==> config.mk <==
export PLATFORM = sky130hd
export DESIGN_NAME = tsic_top
export DESIGN_NICKNAME = d
export VERILOG_FILES = /design/src/include/tsic_pkg.sv /design/src/include/tsic_tmr_if.sv /design/src/core/tsic_irq.sv /design/src/core/tsic_timer.sv /design/src/core/tsic_top.sv
export SDC_FILE = /design/constraint.sdc
export NUM_CORES = 1
export LEC_CHECK = 0
export BUFFER_PORTS_ARGS = -buffer_cell sky130_fd_sc_hd__buf_4
export CAP_MARGIN = 20
export CORE_MARGIN = 3
export CORE_UTILIZATION = 45
export DETAILED_ROUTE_END_ITERATION = 12
export PLACE_DENSITY = 0.65
export SLEW_MARGIN = 20
export SYNTH_ARGS = -nofsm -noshare
export SYNTH_HDL_FRONTEND = slang
export SYNTH_SLANG_ARGS = --single-unit
export TNS_END_PERCENT = 5
==> constraint.sdc <==
create_clock -name core_clk -period 3.6 [get_ports core_clk]
set_clock_uncertainty 0.15 [all_clocks]
set_input_delay 0.72 -clock core_clk [delete_from_list [all_inputs] [get_ports core_clk]]
set_output_delay 0.72 -clock core_clk [all_outputs]
set_load 0.02 [all_outputs]
==> src/include/tsic_pkg.sv <==
// Package for the timer, status and interrupt control block.
// Assumes an 8-bit CPU I/O port with a single-cycle read/write strobe.
package tsic_pkg;
	localparam int unsigned CLK_MHZ = 125;
	localparam int unsigned TICK_US = 1;
	localparam int unsigned TICK_CYCLES = CLK_MHZ * TICK_US;
	localparam int unsigned TIMER_W = 12;
	// Request bits: bit 7 toggles every 128 us, bit 10 every 1.024 ms
	localparam int unsigned T128_BIT = 7;
	localparam int unsigned T1024_BIT = 10;
	localparam int unsigned WAKE_SHORT_US = 128;
	localparam int unsigned WAKE_LONG_US = 96000;
	localparam int unsigned WAKE_SHORT_CYC = CLK_MHZ * WAKE_SHORT_US;
	localparam int unsigned WAKE_LONG_CYC = CLK_MHZ * WAKE_LONG_US;

	localparam logic [7:0] ADDR_GLOBAL_IE = 8'h20;
	localparam logic [7:0] ADDR_EP_IE = 8'h21;
	localparam logic [7:0] ADDR_TIMER_LO = 8'h24;
	localparam logic [7:0] ADDR_TIMER_HI = 8'h25;
	localparam logic [7:0] ADDR_PSC = 8'hFF;

	localparam int unsigned PSC_RUN = 0;
	localparam int unsigned PSC_STEP = 1;
	localparam int unsigned PSC_IMASK = 2;
	localparam int unsigned PSC_SUSP = 3;
	localparam int unsigned PSC_POR = 4;
	localparam int unsigned PSC_BUSRST = 5;
	localparam int unsigned PSC_WDR = 6;
	localparam int unsigned PSC_PEND = 7;
	localparam logic [7:0] PSC_POR_VAL = 8'h11;
	localparam logic [7:0] PSC_WDR_VAL = 8'h41;
	localparam logic [2:0] EP_IE_MASK = 3'h7;

	// Interrupt sources in vector order; vector = 2 * (index + 1)
	localparam int unsigned NSRC = 6;
	localparam int unsigned SRC_BUSRST = 0;
	localparam int unsigned SRC_T128 = 1;
	localparam int unsigned SRC_T1024 = 2;
	localparam int unsigned SRC_EP0 = 3;
	localparam logic [15:0] VEC_BASE = 16'h0000;
	localparam logic [15:0] VEC_STEP = 16'h0002;

	typedef enum logic [2:0] {
		TSIC_RUN = 3'b001,
		TSIC_HALT = 3'b010,
		TSIC_SUSP = 3'b100
	} tsic_state_t;
endpackage : tsic_pkg

==> src/include/tsic_tmr_if.sv <==
// Carrier between the top block and its timer.
// Assumes both ends share core_clk.
`timescale 1ns/1ps
interface tsic_tmr_if;
	logic [11:0] count;
	logic [3:0] held_hi;
	logic latch_hi;
	logic t128_pulse;
	logic t1024_pulse;
	modport timer (output count, output held_hi, output t128_pulse, output t1024_pulse, input latch_hi);
	modport user (input count, input held_hi, input t128_pulse, input t1024_pulse, output latch_hi);
endinterface : tsic_tmr_if

==> src/core/tsic_irq.sv <==
// Pending latches with enable gating and fixed-priority selection.
// Assumes set and clear pulses on core_clk.
`timescale 1ns/1ps
module tsic_irq import tsic_pkg::*; (
	input wire logic core_clk,
	input wire logic rst_n,
	input wire logic [NSRC-1:0] req_set,
	input wire logic [NSRC-1:0] req_enable,
	input wire logic [NSRC-1:0] ack_clear,
	output logic [NSRC-1:0] pend_q,
	output logic any_pend,
	output logic [NSRC-1:0] sel_onehot
);
	genvar i;
	generate
		for (i = 0; i < NSRC; i++) begin : g_latch
			// Set wins over the acknowledge clear
			always_ff @(posedge core_clk or negedge rst_n) begin
				if (!rst_n) begin
					pend_q[i] <= 1'b0;
				end else if (req_set[i] && req_enable[i]) begin
					pend_q[i] <= 1'b1;
				end else if (ack_clear[i]) begin
					pend_q[i] <= 1'b0;
				end
			end
		end
	endgenerate

	assign any_pend = |pend_q;
	assign sel_onehot = pend_q & (~pend_q + NSRC'(1));
endmodule : tsic_irq

==> src/core/tsic_timer.sv <==
// Free-running 12-bit microsecond timer with high-nibble holding register.
// Assumes latch_hi is a one-cycle strobe on core_clk.
`timescale 1ns/1ps
module tsic_timer import tsic_pkg::*; #(
	parameter int unsigned TICK_DIV = TICK_CYCLES
) (
	input wire logic core_clk,
	input wire logic rst_n,
	tsic_tmr_if.timer tif
);
	logic [7:0] div_q;
	logic [11:0] cnt_q;
	logic [3:0] hold_q;
	logic tick;

	assign tick = (div_q == 8'(TICK_DIV - 1));

	always_ff @(posedge core_clk or negedge rst_n) begin
		if (!rst_n) begin
			div_q <= 8'h00;
		end else begin
			div_q <= tick ? 8'h00 : div_q + 8'h01;
		end
	end

	// Wraps at 0xFFF to zero naturally
	always_ff @(posedge core_clk or negedge rst_n) begin
		if (!rst_n) begin
			cnt_q <= 12'h000;
		end else if (tick) begin
			cnt_q <= cnt_q + 12'h001;
		end
	end

	always_ff @(posedge core_clk or negedge rst_n) begin
		if (!rst_n) begin
			hold_q <= 4'h0;
		end else if (tif.latch_hi) begin
			hold_q <= cnt_q[11:8];
		end
	end

	// Requests on every carry into a count bit, so on each rising and falling transition
	assign tif.t128_pulse = tick && (cnt_q[T128_BIT-1:0] == '1);
	assign tif.t1024_pulse = tick && (cnt_q[T1024_BIT-1:0] == '1);
	assign tif.count = cnt_q;
	assign tif.held_hi = hold_q;

	a_hold_capture: assert property (@(posedge core_clk) disable iff (!rst_n)
		tif.latch_hi |=> hold_q == $past(cnt_q[11:8])) else $error("hold not captured");
endmodule : tsic_timer

==> src/core/tsic_top.sv <==
// Timer, processor status/control and interrupt acknowledge sequencing.
// Assumes the CPU core drives I/O strobes and instruction events on core_clk;
// bus_reset and bus_activity come from the serial engine already synchronous.
`timescale 1ns/1ps
module tsic_top import tsic_pkg::*; #(
	parameter int unsigned WAKE_LONG = WAKE_LONG_CYC,
	parameter int unsigned WAKE_SHORT = WAKE_SHORT_CYC
) (
	input wire logic core_clk,
	input wire logic rst_n,
	input wire logic wdog_rst,
	input wire logic [7:0] io_addr,
	input wire logic [7:0] io_wdata,
	input wire logic io_wr,
	input wire logic io_rd,
	input wire logic instr_last,
	input wire logic halt_instr,
	input wire logic disable_irq_instr,
	input wire logic enable_irq_instr,
	input wire logic return_from_isr_instr,
	input wire logic bus_reset,
	input wire logic bus_activity,
	input wire logic [2:0] ep_irq,
	input wire logic [5:0] sp_irq,
	output logic [7:0] io_rdata,
	output logic cpu_run,
	output logic ack_req,
	output logic [15:0] ack_vector,
	output logic wake_done
);
	tsic_tmr_if tif();
	tsic_state_t st_q;
	logic [7:0] gie_q;
	logic [2:0] epie_q;
	logic step_q, gen_q, por_q, wdr_q, busrst_q, pend_q_flag;
	logic [NSRC-1:0] src_set, src_en, ack_clr, pend, sel;
	logic any_pend, wr_psc, take_irq, susp_req;
	logic [26:0] wake_cnt_q;
	logic [7:0] rdata_d;
	logic [15:0] vec_d;

	tsic_timer u_timer (
		.core_clk(core_clk),
		.rst_n(rst_n),
		.tif(tif)
	);

	assign tif.latch_hi = io_rd && (io_addr == ADDR_TIMER_LO);

	assign src_set = {ep_irq, tif.t1024_pulse, tif.t128_pulse, bus_reset};
	assign src_en = {epie_q, gie_q[2:0]};

	tsic_irq u_irq (
		.core_clk(core_clk),
		.rst_n(rst_n),
		.req_set(src_set),
		.req_enable(src_en),
		.ack_clear(ack_clr),
		.pend_q(pend),
		.any_pend(any_pend),
		.sel_onehot(sel)
	);

	function automatic logic [15:0] vec_of(input logic [NSRC-1:0] oh);
		logic [15:0] v;
		v = VEC_BASE;
		for (int k = 0; k < NSRC; k++) begin
			if (oh[k]) begin
				v = VEC_BASE + VEC_STEP * 16'(k + 1);
			end
		end
		return v;
	endfunction : vec_of

	// Sampling only at instruction end keeps acknowledge aligned to boundaries
	assign take_irq = instr_last && gen_q && any_pend && (st_q == TSIC_RUN);
	assign ack_clr = take_irq ? sel : '0;
	assign wr_psc = io_wr && (io_addr == ADDR_PSC);
	assign susp_req = wr_psc && io_wdata[PSC_SUSP] && !(bus_activity || any_pend);

	// Unused parallel requests are ignored here
	logic unused_sp;
	assign unused_sp = ^sp_irq;

	always_ff @(posedge core_clk or negedge rst_n) begin
		if (!rst_n) begin
			gie_q <= 8'h00;
			epie_q <= 3'h0;
		end else if (wdog_rst) begin
			gie_q <= 8'h00;
			epie_q <= 3'h0;
		end else if (io_wr && io_addr == ADDR_GLOBAL_IE) begin
			gie_q <= io_wdata;
		end else if (io_wr && io_addr == ADDR_EP_IE) begin
			epie_q <= io_wdata[2:0] & EP_IE_MASK;
		end
	end

	// Global enable: acknowledge and DI clear, EI and RETURN_FROM_ISR_INSTR set
	always_ff @(posedge core_clk or negedge rst_n) begin
		if (!rst_n) begin
			gen_q <= 1'b0;
		end else if (wdog_rst) begin
			gen_q <= 1'b0;
		end else if (take_irq || disable_irq_instr) begin
			gen_q <= 1'b0;
		end else if (enable_irq_instr || return_from_isr_instr) begin
			gen_q <= 1'b1;
		end
	end

	always_ff @(posedge core_clk or negedge rst_n) begin
		if (!rst_n) begin
			por_q <= 1'b1;
			wdr_q <= 1'b0;
		end else if (wdog_rst) begin
			por_q <= 1'b0;
			wdr_q <= 1'b1;
		end else if (wr_psc) begin
			// Firmware may clear the flag but never set it
			por_q <= por_q & io_wdata[PSC_POR];
			wdr_q <= io_wdata[PSC_WDR];
		end
	end

	always_ff @(posedge core_clk or negedge rst_n) begin
		if (!rst_n) begin
			busrst_q <= 1'b0;
			step_q <= 1'b0;
		end else if (wdog_rst) begin
			busrst_q <= 1'b0;
			step_q <= 1'b0;
		end else begin
			if (bus_reset) begin
				busrst_q <= 1'b1;
			end else if (wr_psc) begin
				busrst_q <= io_wdata[PSC_BUSRST];
			end
			if (wr_psc) begin
				step_q <= io_wdata[PSC_STEP];
			end
		end
	end

	// Recognition sets the flag, acknowledge clears it; new requests win
	always_ff @(posedge core_clk or negedge rst_n) begin
		if (!rst_n) begin
			pend_q_flag <= 1'b0;
		end else if (wdog_rst) begin
			pend_q_flag <= 1'b0;
		end else if (|(src_set & src_en)) begin
			pend_q_flag <= 1'b1;
		end else if (take_irq) begin
			pend_q_flag <= 1'b0;
		end
	end

	// Run, halt and suspend sequencing
	always_ff @(posedge core_clk or negedge rst_n) begin
		if (!rst_n) begin
			st_q <= TSIC_RUN;
		end else if (wdog_rst) begin
			st_q <= TSIC_RUN;
		end else begin
			case (st_q)
				TSIC_RUN: begin
					if (halt_instr && instr_last) begin
						st_q <= TSIC_HALT;
					end else if (step_q && instr_last) begin
						st_q <= TSIC_HALT;
					end else if (wr_psc && !io_wdata[PSC_RUN]) begin
						st_q <= TSIC_HALT;
					end else if (susp_req) begin
						st_q <= TSIC_SUSP;
					end
				end
				TSIC_HALT: begin
					st_q <= TSIC_HALT;
				end
				TSIC_SUSP: begin
					if (any_pend || bus_activity) begin
						st_q <= TSIC_RUN;
					end
				end
				default: begin
					st_q <= TSIC_HALT;
				end
			endcase
		end
	end

	// Start-up delay after wake chosen by power-on flag
	always_ff @(posedge core_clk or negedge rst_n) begin
		if (!rst_n) begin
			wake_cnt_q <= 27'h000_0000;
			wake_done <= 1'b1;
		end else if (st_q == TSIC_SUSP && (any_pend || bus_activity)) begin
			wake_cnt_q <= por_q ? 27'(WAKE_LONG - 1) : 27'(WAKE_SHORT - 1);
			wake_done <= 1'b0;
		end else if (wake_cnt_q != 27'h000_0000) begin
			wake_cnt_q <= wake_cnt_q - 27'h000_0001;
		end else begin
			wake_done <= 1'b1;
		end
	end

	always_comb begin
		rdata_d = 8'h00;
		case (io_addr)
			ADDR_TIMER_LO: rdata_d = tif.count[7:0];
			ADDR_TIMER_HI: rdata_d = {4'h0, tif.held_hi};
			ADDR_GLOBAL_IE: rdata_d = gie_q;
			ADDR_EP_IE: rdata_d = {5'h00, epie_q};
			ADDR_PSC: rdata_d = {pend_q_flag, wdr_q, busrst_q, por_q, st_q == TSIC_SUSP, gen_q, step_q,
				st_q != TSIC_HALT};
			default: rdata_d = 8'h00;
		endcase
	end

	assign vec_d = vec_of(sel);

	always_ff @(posedge core_clk or negedge rst_n) begin
		if (!rst_n) begin
			io_rdata <= 8'h00;
			cpu_run <= 1'b1;
			ack_req <= 1'b0;
			ack_vector <= 16'h0000;
		end else begin
			io_rdata <= io_rd ? rdata_d : 8'h00;
			cpu_run <= (st_q == TSIC_RUN) && wake_done;
			ack_req <= take_irq;
			ack_vector <= take_irq ? vec_d : ack_vector;
		end
	end

	a_halt_sticks: assert property (@(posedge core_clk) disable iff (!rst_n)
		(st_q == TSIC_HALT && !wdog_rst) |=> st_q == TSIC_HALT) else $error("halt left");
	a_step_halts: assert property (@(posedge core_clk) disable iff (!rst_n)
		(st_q == TSIC_RUN && step_q && instr_last && !wdog_rst) |=> st_q == TSIC_HALT) else $error("step");
	a_mask_hold: assert property (@(posedge core_clk) disable iff (!rst_n)
		!(take_irq || disable_irq_instr || enable_irq_instr || return_from_isr_instr || wdog_rst)
		|=> $stable(gen_q)) else $error("mask moved");
	a_susp_block: assert property (@(posedge core_clk) disable iff (!rst_n)
		(st_q == TSIC_RUN && wr_psc && io_wdata[PSC_SUSP] && bus_activity) |=> st_q != TSIC_SUSP)
		else $error("suspend not ignored");
	// Halt paths are kept out so that only the flag and the run state are judged
	a_busrst_flag: assert property (@(posedge core_clk) disable iff (!rst_n)
		(bus_reset && !wdog_rst && !instr_last && !wr_psc)
		|=> busrst_q && (st_q != TSIC_HALT || $past(st_q) == TSIC_HALT)) else $error("bus reset flag");
	a_wdog_load: assert property (@(posedge core_clk) disable iff (!rst_n)
		wdog_rst |=> wdr_q && !por_q && gie_q == 8'h00 && epie_q == 3'h0) else $error("wdog load");
	a_ack_only_end: assert property (@(posedge core_clk) disable iff (!rst_n)
		ack_req |-> $past(instr_last) && !gen_q) else $error("ack off boundary");
	a_ack_vector: assert property (@(posedge core_clk) disable iff (!rst_n)
		(take_irq && sel[SRC_T128]) |=> ack_req && ack_vector == 16'h0004) else $error("vector");
	// Flag, acknowledge, wake and read-path checks
	a_por_only_reset: assert property (@(posedge core_clk) disable iff (!rst_n)
		!por_q |=> !por_q)
		else $error("power-on flag set by write");
	a_pend_flag_set: assert property (@(posedge core_clk) disable iff (!rst_n)
		(|(src_set & src_en) && !wdog_rst) |=> pend_q_flag)
		else $error("pending flag not set");
	a_pend_flag_clear: assert property (@(posedge core_clk) disable iff (!rst_n)
		(take_irq && !(|(src_set & src_en)) && !wdog_rst) |=> !pend_q_flag)
		else $error("pending flag not cleared");
	a_ack_clears_src: assert property (@(posedge core_clk) disable iff (!rst_n)
		(take_irq && !(|(sel & src_set & src_en))) |=> (pend & $past(sel)) == '0)
		else $error("latch not cleared");
	a_ack_one_shot: assert property (@(posedge core_clk) disable iff (!rst_n)
		ack_req |=> !ack_req)
		else $error("acknowledge repeated");
	a_wake_start: assert property (@(posedge core_clk) disable iff (!rst_n)
		(st_q == TSIC_SUSP && (any_pend || bus_activity) && !wdog_rst) |=> st_q == TSIC_RUN && !wake_done)
		else $error("wake not started");
	a_hi_from_hold: assert property (@(posedge core_clk) disable iff (!rst_n)
		(io_rd && io_addr == ADDR_TIMER_HI) |=> io_rdata == {4'h0, $past(tif.held_hi)})
		else $error("high byte not held");
	a_ep_rsvd_zero: assert property (@(posedge core_clk) disable iff (!rst_n)
		(io_rd && io_addr == ADDR_EP_IE) |=> io_rdata[7:3] == 5'h00)
		else $error("reserved bits set");
	a_mask_readback: assert property (@(posedge core_clk) disable iff (!rst_n)
		(io_rd && io_addr == ADDR_PSC) |=> io_rdata[PSC_IMASK] == $past(gen_q))
		else $error("mask read");
	a_return_from_isr_instr_enables: assert property (@(posedge core_clk) disable iff (!rst_n)
		(return_from_isr_instr && !take_irq && !disable_irq_instr && !wdog_rst) |=> gen_q)
		else $error("return_from_isr_instr");
endmodule : tsic_top

==> results.tsv <==
stage	metric	value	unit
synth	synth top area cells	dfrtp_1 (48%), nor2_1 (4.2%), nand2_1 (3.8%)	
synth	Synth Instances	447	
route	DRC viols	0	
worst_setup_path	worst reg2reg path depth	7	
clock_network	root buffer cell	clkbuf_8	
global_route	largest net degree at the start of global routing	48	
worst_setup_path	critical path cell sequence	inv_1 -> ha_1 -> nor4b_1 -> nand4_1 -> o211ai_1 -> o21ai_0 -> a31oi_1	
clock_network	H-tree lvl count	3	
worst_setup_path	Startpoint Class	flip-flop	
sta	Period minus WS final	2.72	ns
synth	Yosys reg bits	91	
route	DRT Pass-1 Iters	4	
run_status	outcome	finished, final reports clean	
sta	Final Hold Viols	0	
worst_setup_path	CP max stage cell	o211ai_1	
clock_network	Setup Buffers After CTS	0	
worst_setup_path	critical path depth	7	
sta	Least-Margin Pin Slew	0.714	ns
clock_network	hold buffer count at cts	0	
route	Starting DRT DRC Count	138	
clock_network	worst skew pair latency	0.35	ns
sta	total negative slack	0	ns
global_route	first-pass GRT wire length	16500	um
pwr	Flop pwr share	0.521	
sta	post-route setup slack	0.878	ns
worst_setup_path	Worst path max stage delay	0.60	ns
finish	Antenna Diode Count	0	
run	Max Cap Viol	0	
pwr	Comb pwr share	0.083	
finish	final std cells w/o fill	627	
synth	Main synth FF type	dfrtp_1	
sta	Tcrit/Tclk final	0.756	
worst_setup_path	WS Path Type	flip-flop to flip-flop	
finish	NumNets Final	534	
route	final WL	9670	um
worst_setup_path	Worst Path Max Fanout	12	
clock_network	TritonCTS clock tree	done	
route	Via density	5.34	
pwr	Lkg Pwr	2.28	nW
worst_setup_path	worst reg2reg path startpoint	wake_cnt_q[0]	
floorplan	die extent in x	106	um
floorplan	Top Ports	64	
sta	max_slew headroom	0.523	
pwr	maximum VDD drop	0.212	mV
clock_network	Max clock buf depth	2	
global_route	GRT Overall Usage	0.182	
placed_design	Final Wtd Congestion	0.820	
sta	Setup violations, final	0	
synth	sequential-to-total area share from yosys stat	0.506	
synth	post-synth top area share	0.483	
worst_setup_path	Worst EP required	3.72	ns
worst_setup_path	CP bufs+invs	1	
worst_setup_path	critical path capture point type	flip-flop	
finish	Fillers	870	
pwr	internal power	1.58	mW
pwr	PwrDens	399	mW/mm^2
global_route	number of global-route vias before repair	3366	
clock_network	CTS Buf Count	9	
sta	RSZ-0062 raised after global routing	no	
finish	layout cells sized above 1	0.197	
global_route	GRT overflow	0	
route	DR vias	3350	
floorplan	die area	0.0113	sq mm
finish	register area	0.00228	sq mm
worst_setup_path	reg2reg end	wake_cnt_q[17]	
clock_network	Post-CTS Resized	0	
worst_setup_path	worst setup path startpoint	wake_cnt_q[0]	
placed_design	placed cells	611	
pwr	Sw Share	0.234	
worst_setup_path	crit path DAT	2.85	ns
hold_path	worst hold path type	primary input to async pin	
synth	synthesized area	0.00451	sq mm
synth	cell taking the most area after synthesis	dfrtp_1	
synth	synth warn	0	
clock_network	CTS clock-pin slew for the worst setup and hold paths	0.10	ns
floorplan	FP Rows	35	
floorplan	total core area	0.00950	sq mm
floorplan	Die Y	106	um
pwr	Clock power frac	0.396	
route	Routed Antenna Nets	0	
finish	fin util	0.545	
global_route	initial antenna violation count	0	
synth	post-synthesis cell type count	59	
synth	Synth Area per Inst	10.1	sq um
route	routed len/inst	15.4	um
worst_setup_path	CP delay by family, top	compound AO/OA/AOI/OAI gates	
placed_design	Port Buf Inserts	44	
sta	fmax	0.367	GHz
synth	Synth async-reset ratio	1.00	
worst_setup_path	CP endpoint	wake_cnt_q[17]	
pwr	overall power	2.06	mW
pwr	sw power	483	uW
placed_design	pre-CTS setup slack	0.654	ns
sta	Pins Over Slew Limit	0	
finish	Multi-input gate area	0.00206	sq mm
synth	number of flops mapped to enable cells by yosys	0	
clock_network	CTS sink count	91	
floorplan	Initial Util	0.474	
placed_design	Final HPWL DP	6990	um
worst_setup_path	R2R setup slack	0.88	ns
finish	synth-to-layout area growth	14.9	%
## logic make-up (layout without fill, tap and decap cells)
group / after synthesis / after routing / synth area share
buffers and inverters: 40 / 79 / 0.0469
flip-flops: 91 / 91 / 0.506
other: 1 / 13 / 0.000832
adder cells (fa/ha/maj): 4 / 4 / 0.0111
multiplexers: 29 / 29 / 0.0686
AND/OR/NAND/NOR: 184 / 184 / 0.211
AO/OA/AOI/OAI: 65 / 65 / 0.0908
XOR/XNOR: 33 / 33 / 0.0641
## worst reg2reg max path, cell delays in order (launching register included)
cell and delay (ns):
dfrtp_1 0.39, inv_1 0.09, ha_1 0.19, nor4b_1 0.43, nand4_1 0.47, o211ai_1 0.61
o21ai_0 0.15, a31oi_1 0.18
## sequential cells by signal (all words and copies together), names as in the netlist, 4 cells and up
register	count
u_timer.tif.held_hi	4
u_irq.pend_q	6
u_timer.tif.count	12
u_timer.div_q	8
gie_q	8
wake_cnt_q	27
io_rdata	8
## synthesized netlist by cell type (2+ instances only)
library cell / count
a21o_1: 2
nor2_1: 50
o31ai_1: 2
or4_1: 3
a22oi_1: 7
nor4_1: 6
nor3_1: 10
or2_2: 5
nor3b_2: 2
ha_1: 4
a31oi_1: 3
mux2i_1: 14
and3_1: 6
and2_1: 3
o21ai_0: 19
inv_1: 12
xor2_1: 14
mux2_2: 15
buf_2: 3
xnor2_1: 19
o21ai_1: 2
or3_1: 8
buf_4: 13
clkbuf_1: 8
a21oi_1: 13
dfstp_2: 4
nand3_1: 16
o211ai_1: 7
nor3b_1: 3
nand4_1: 9
nand2_1: 46
dfrtp_1: 87
buf_1: 2
nor2b_1: 5
## per-stage QoR
| stage | instance area, sq um | hold WS, ns |
|---|---|---|
| after floorplan | 4550 | 0.274 |
| after global placement | 4940 | 0.302 |
| after detailed placement | 4940 | 0.316 |
| after CTS | 5180 | 0.234 |
| after global routing | 5180 | 0.253 |
| final | 5180 | 0.206 |
## cell type report
class | count | area share
clock buffer | 11 | 0.0254
clock inverter | 5 | 0.0201
inverter | 12 | 0.00870
multi-input combinational | 328 | 0.398
sequential | 91 | 0.441
tap | 129 | 0.0312
timing repair buffer | 51 | 0.0764
## power groups by stage
stage	logic [mW]	registers, mW	clock network, mW
after floorplan	0.0813	1.11	0
after global placement	0.171	1.09	0
after detailed placement	0.174	1.10	0
after CTS	0.174	1.08	0.832
after global routing	0.191	1.08	0.874
final	0.171	1.08	0.818
## cell usage in the layout, fill, tap and decap left out, types with 3 or more instances in the layout
cell type / n
and2_1: 3
nand4_1: 9
and3_1: 6
or4_1: 3
conb_1: 13
dfrtp_1: 87
nor3b_1: 3
a22oi_1: 7
ha_1: 4
nor2_1: 50
mux2_2: 15
o211ai_1: 7
nor2b_1: 5
mux2i_1: 14
buf_4: 50
nor4_1: 6
nand2_1: 46
xor2_1: 14
or2_2: 5
o21ai_0: 19
dfstp_2: 4
clkbuf_8: 9
bufinv_16: 3
inv_1: 12
a21oi_1: 13
nor3_1: 10
nand3_1: 16
or3_1: 8
a31oi_1: 3
xnor2_1: 19
## worst min path at each step
stage / end / depth (start not counted) / from / slack [ns]
6_report: u_timer.div_q[6] / 1 / rst_n / 0.21
5_1_grt: u_timer.div_q[6] / 1 / rst_n / 0.25
4_1_cts: u_timer.div_q[6] / 1 / rst_n / 0.23
3_5_place_dp: u_timer.tif.count[11] / 1 / u_timer.tif.count[11] / 0.32
3_3_place_gp: u_timer.tif.count[11] / 1 / u_timer.tif.count[11] / 0.30
2_1_floorplan: ack_req / 0 / rst_n / 0.27
## metal layers
layer / routed length (um) / GRT usage
met1: 4720 / 0.256
met2: 4470 / 0.282
met3: 359 / 0.0310
met4: 122 / 0.0675
met5: 0 / 0
Note: power is estimated with default switching activity, not from simulation.
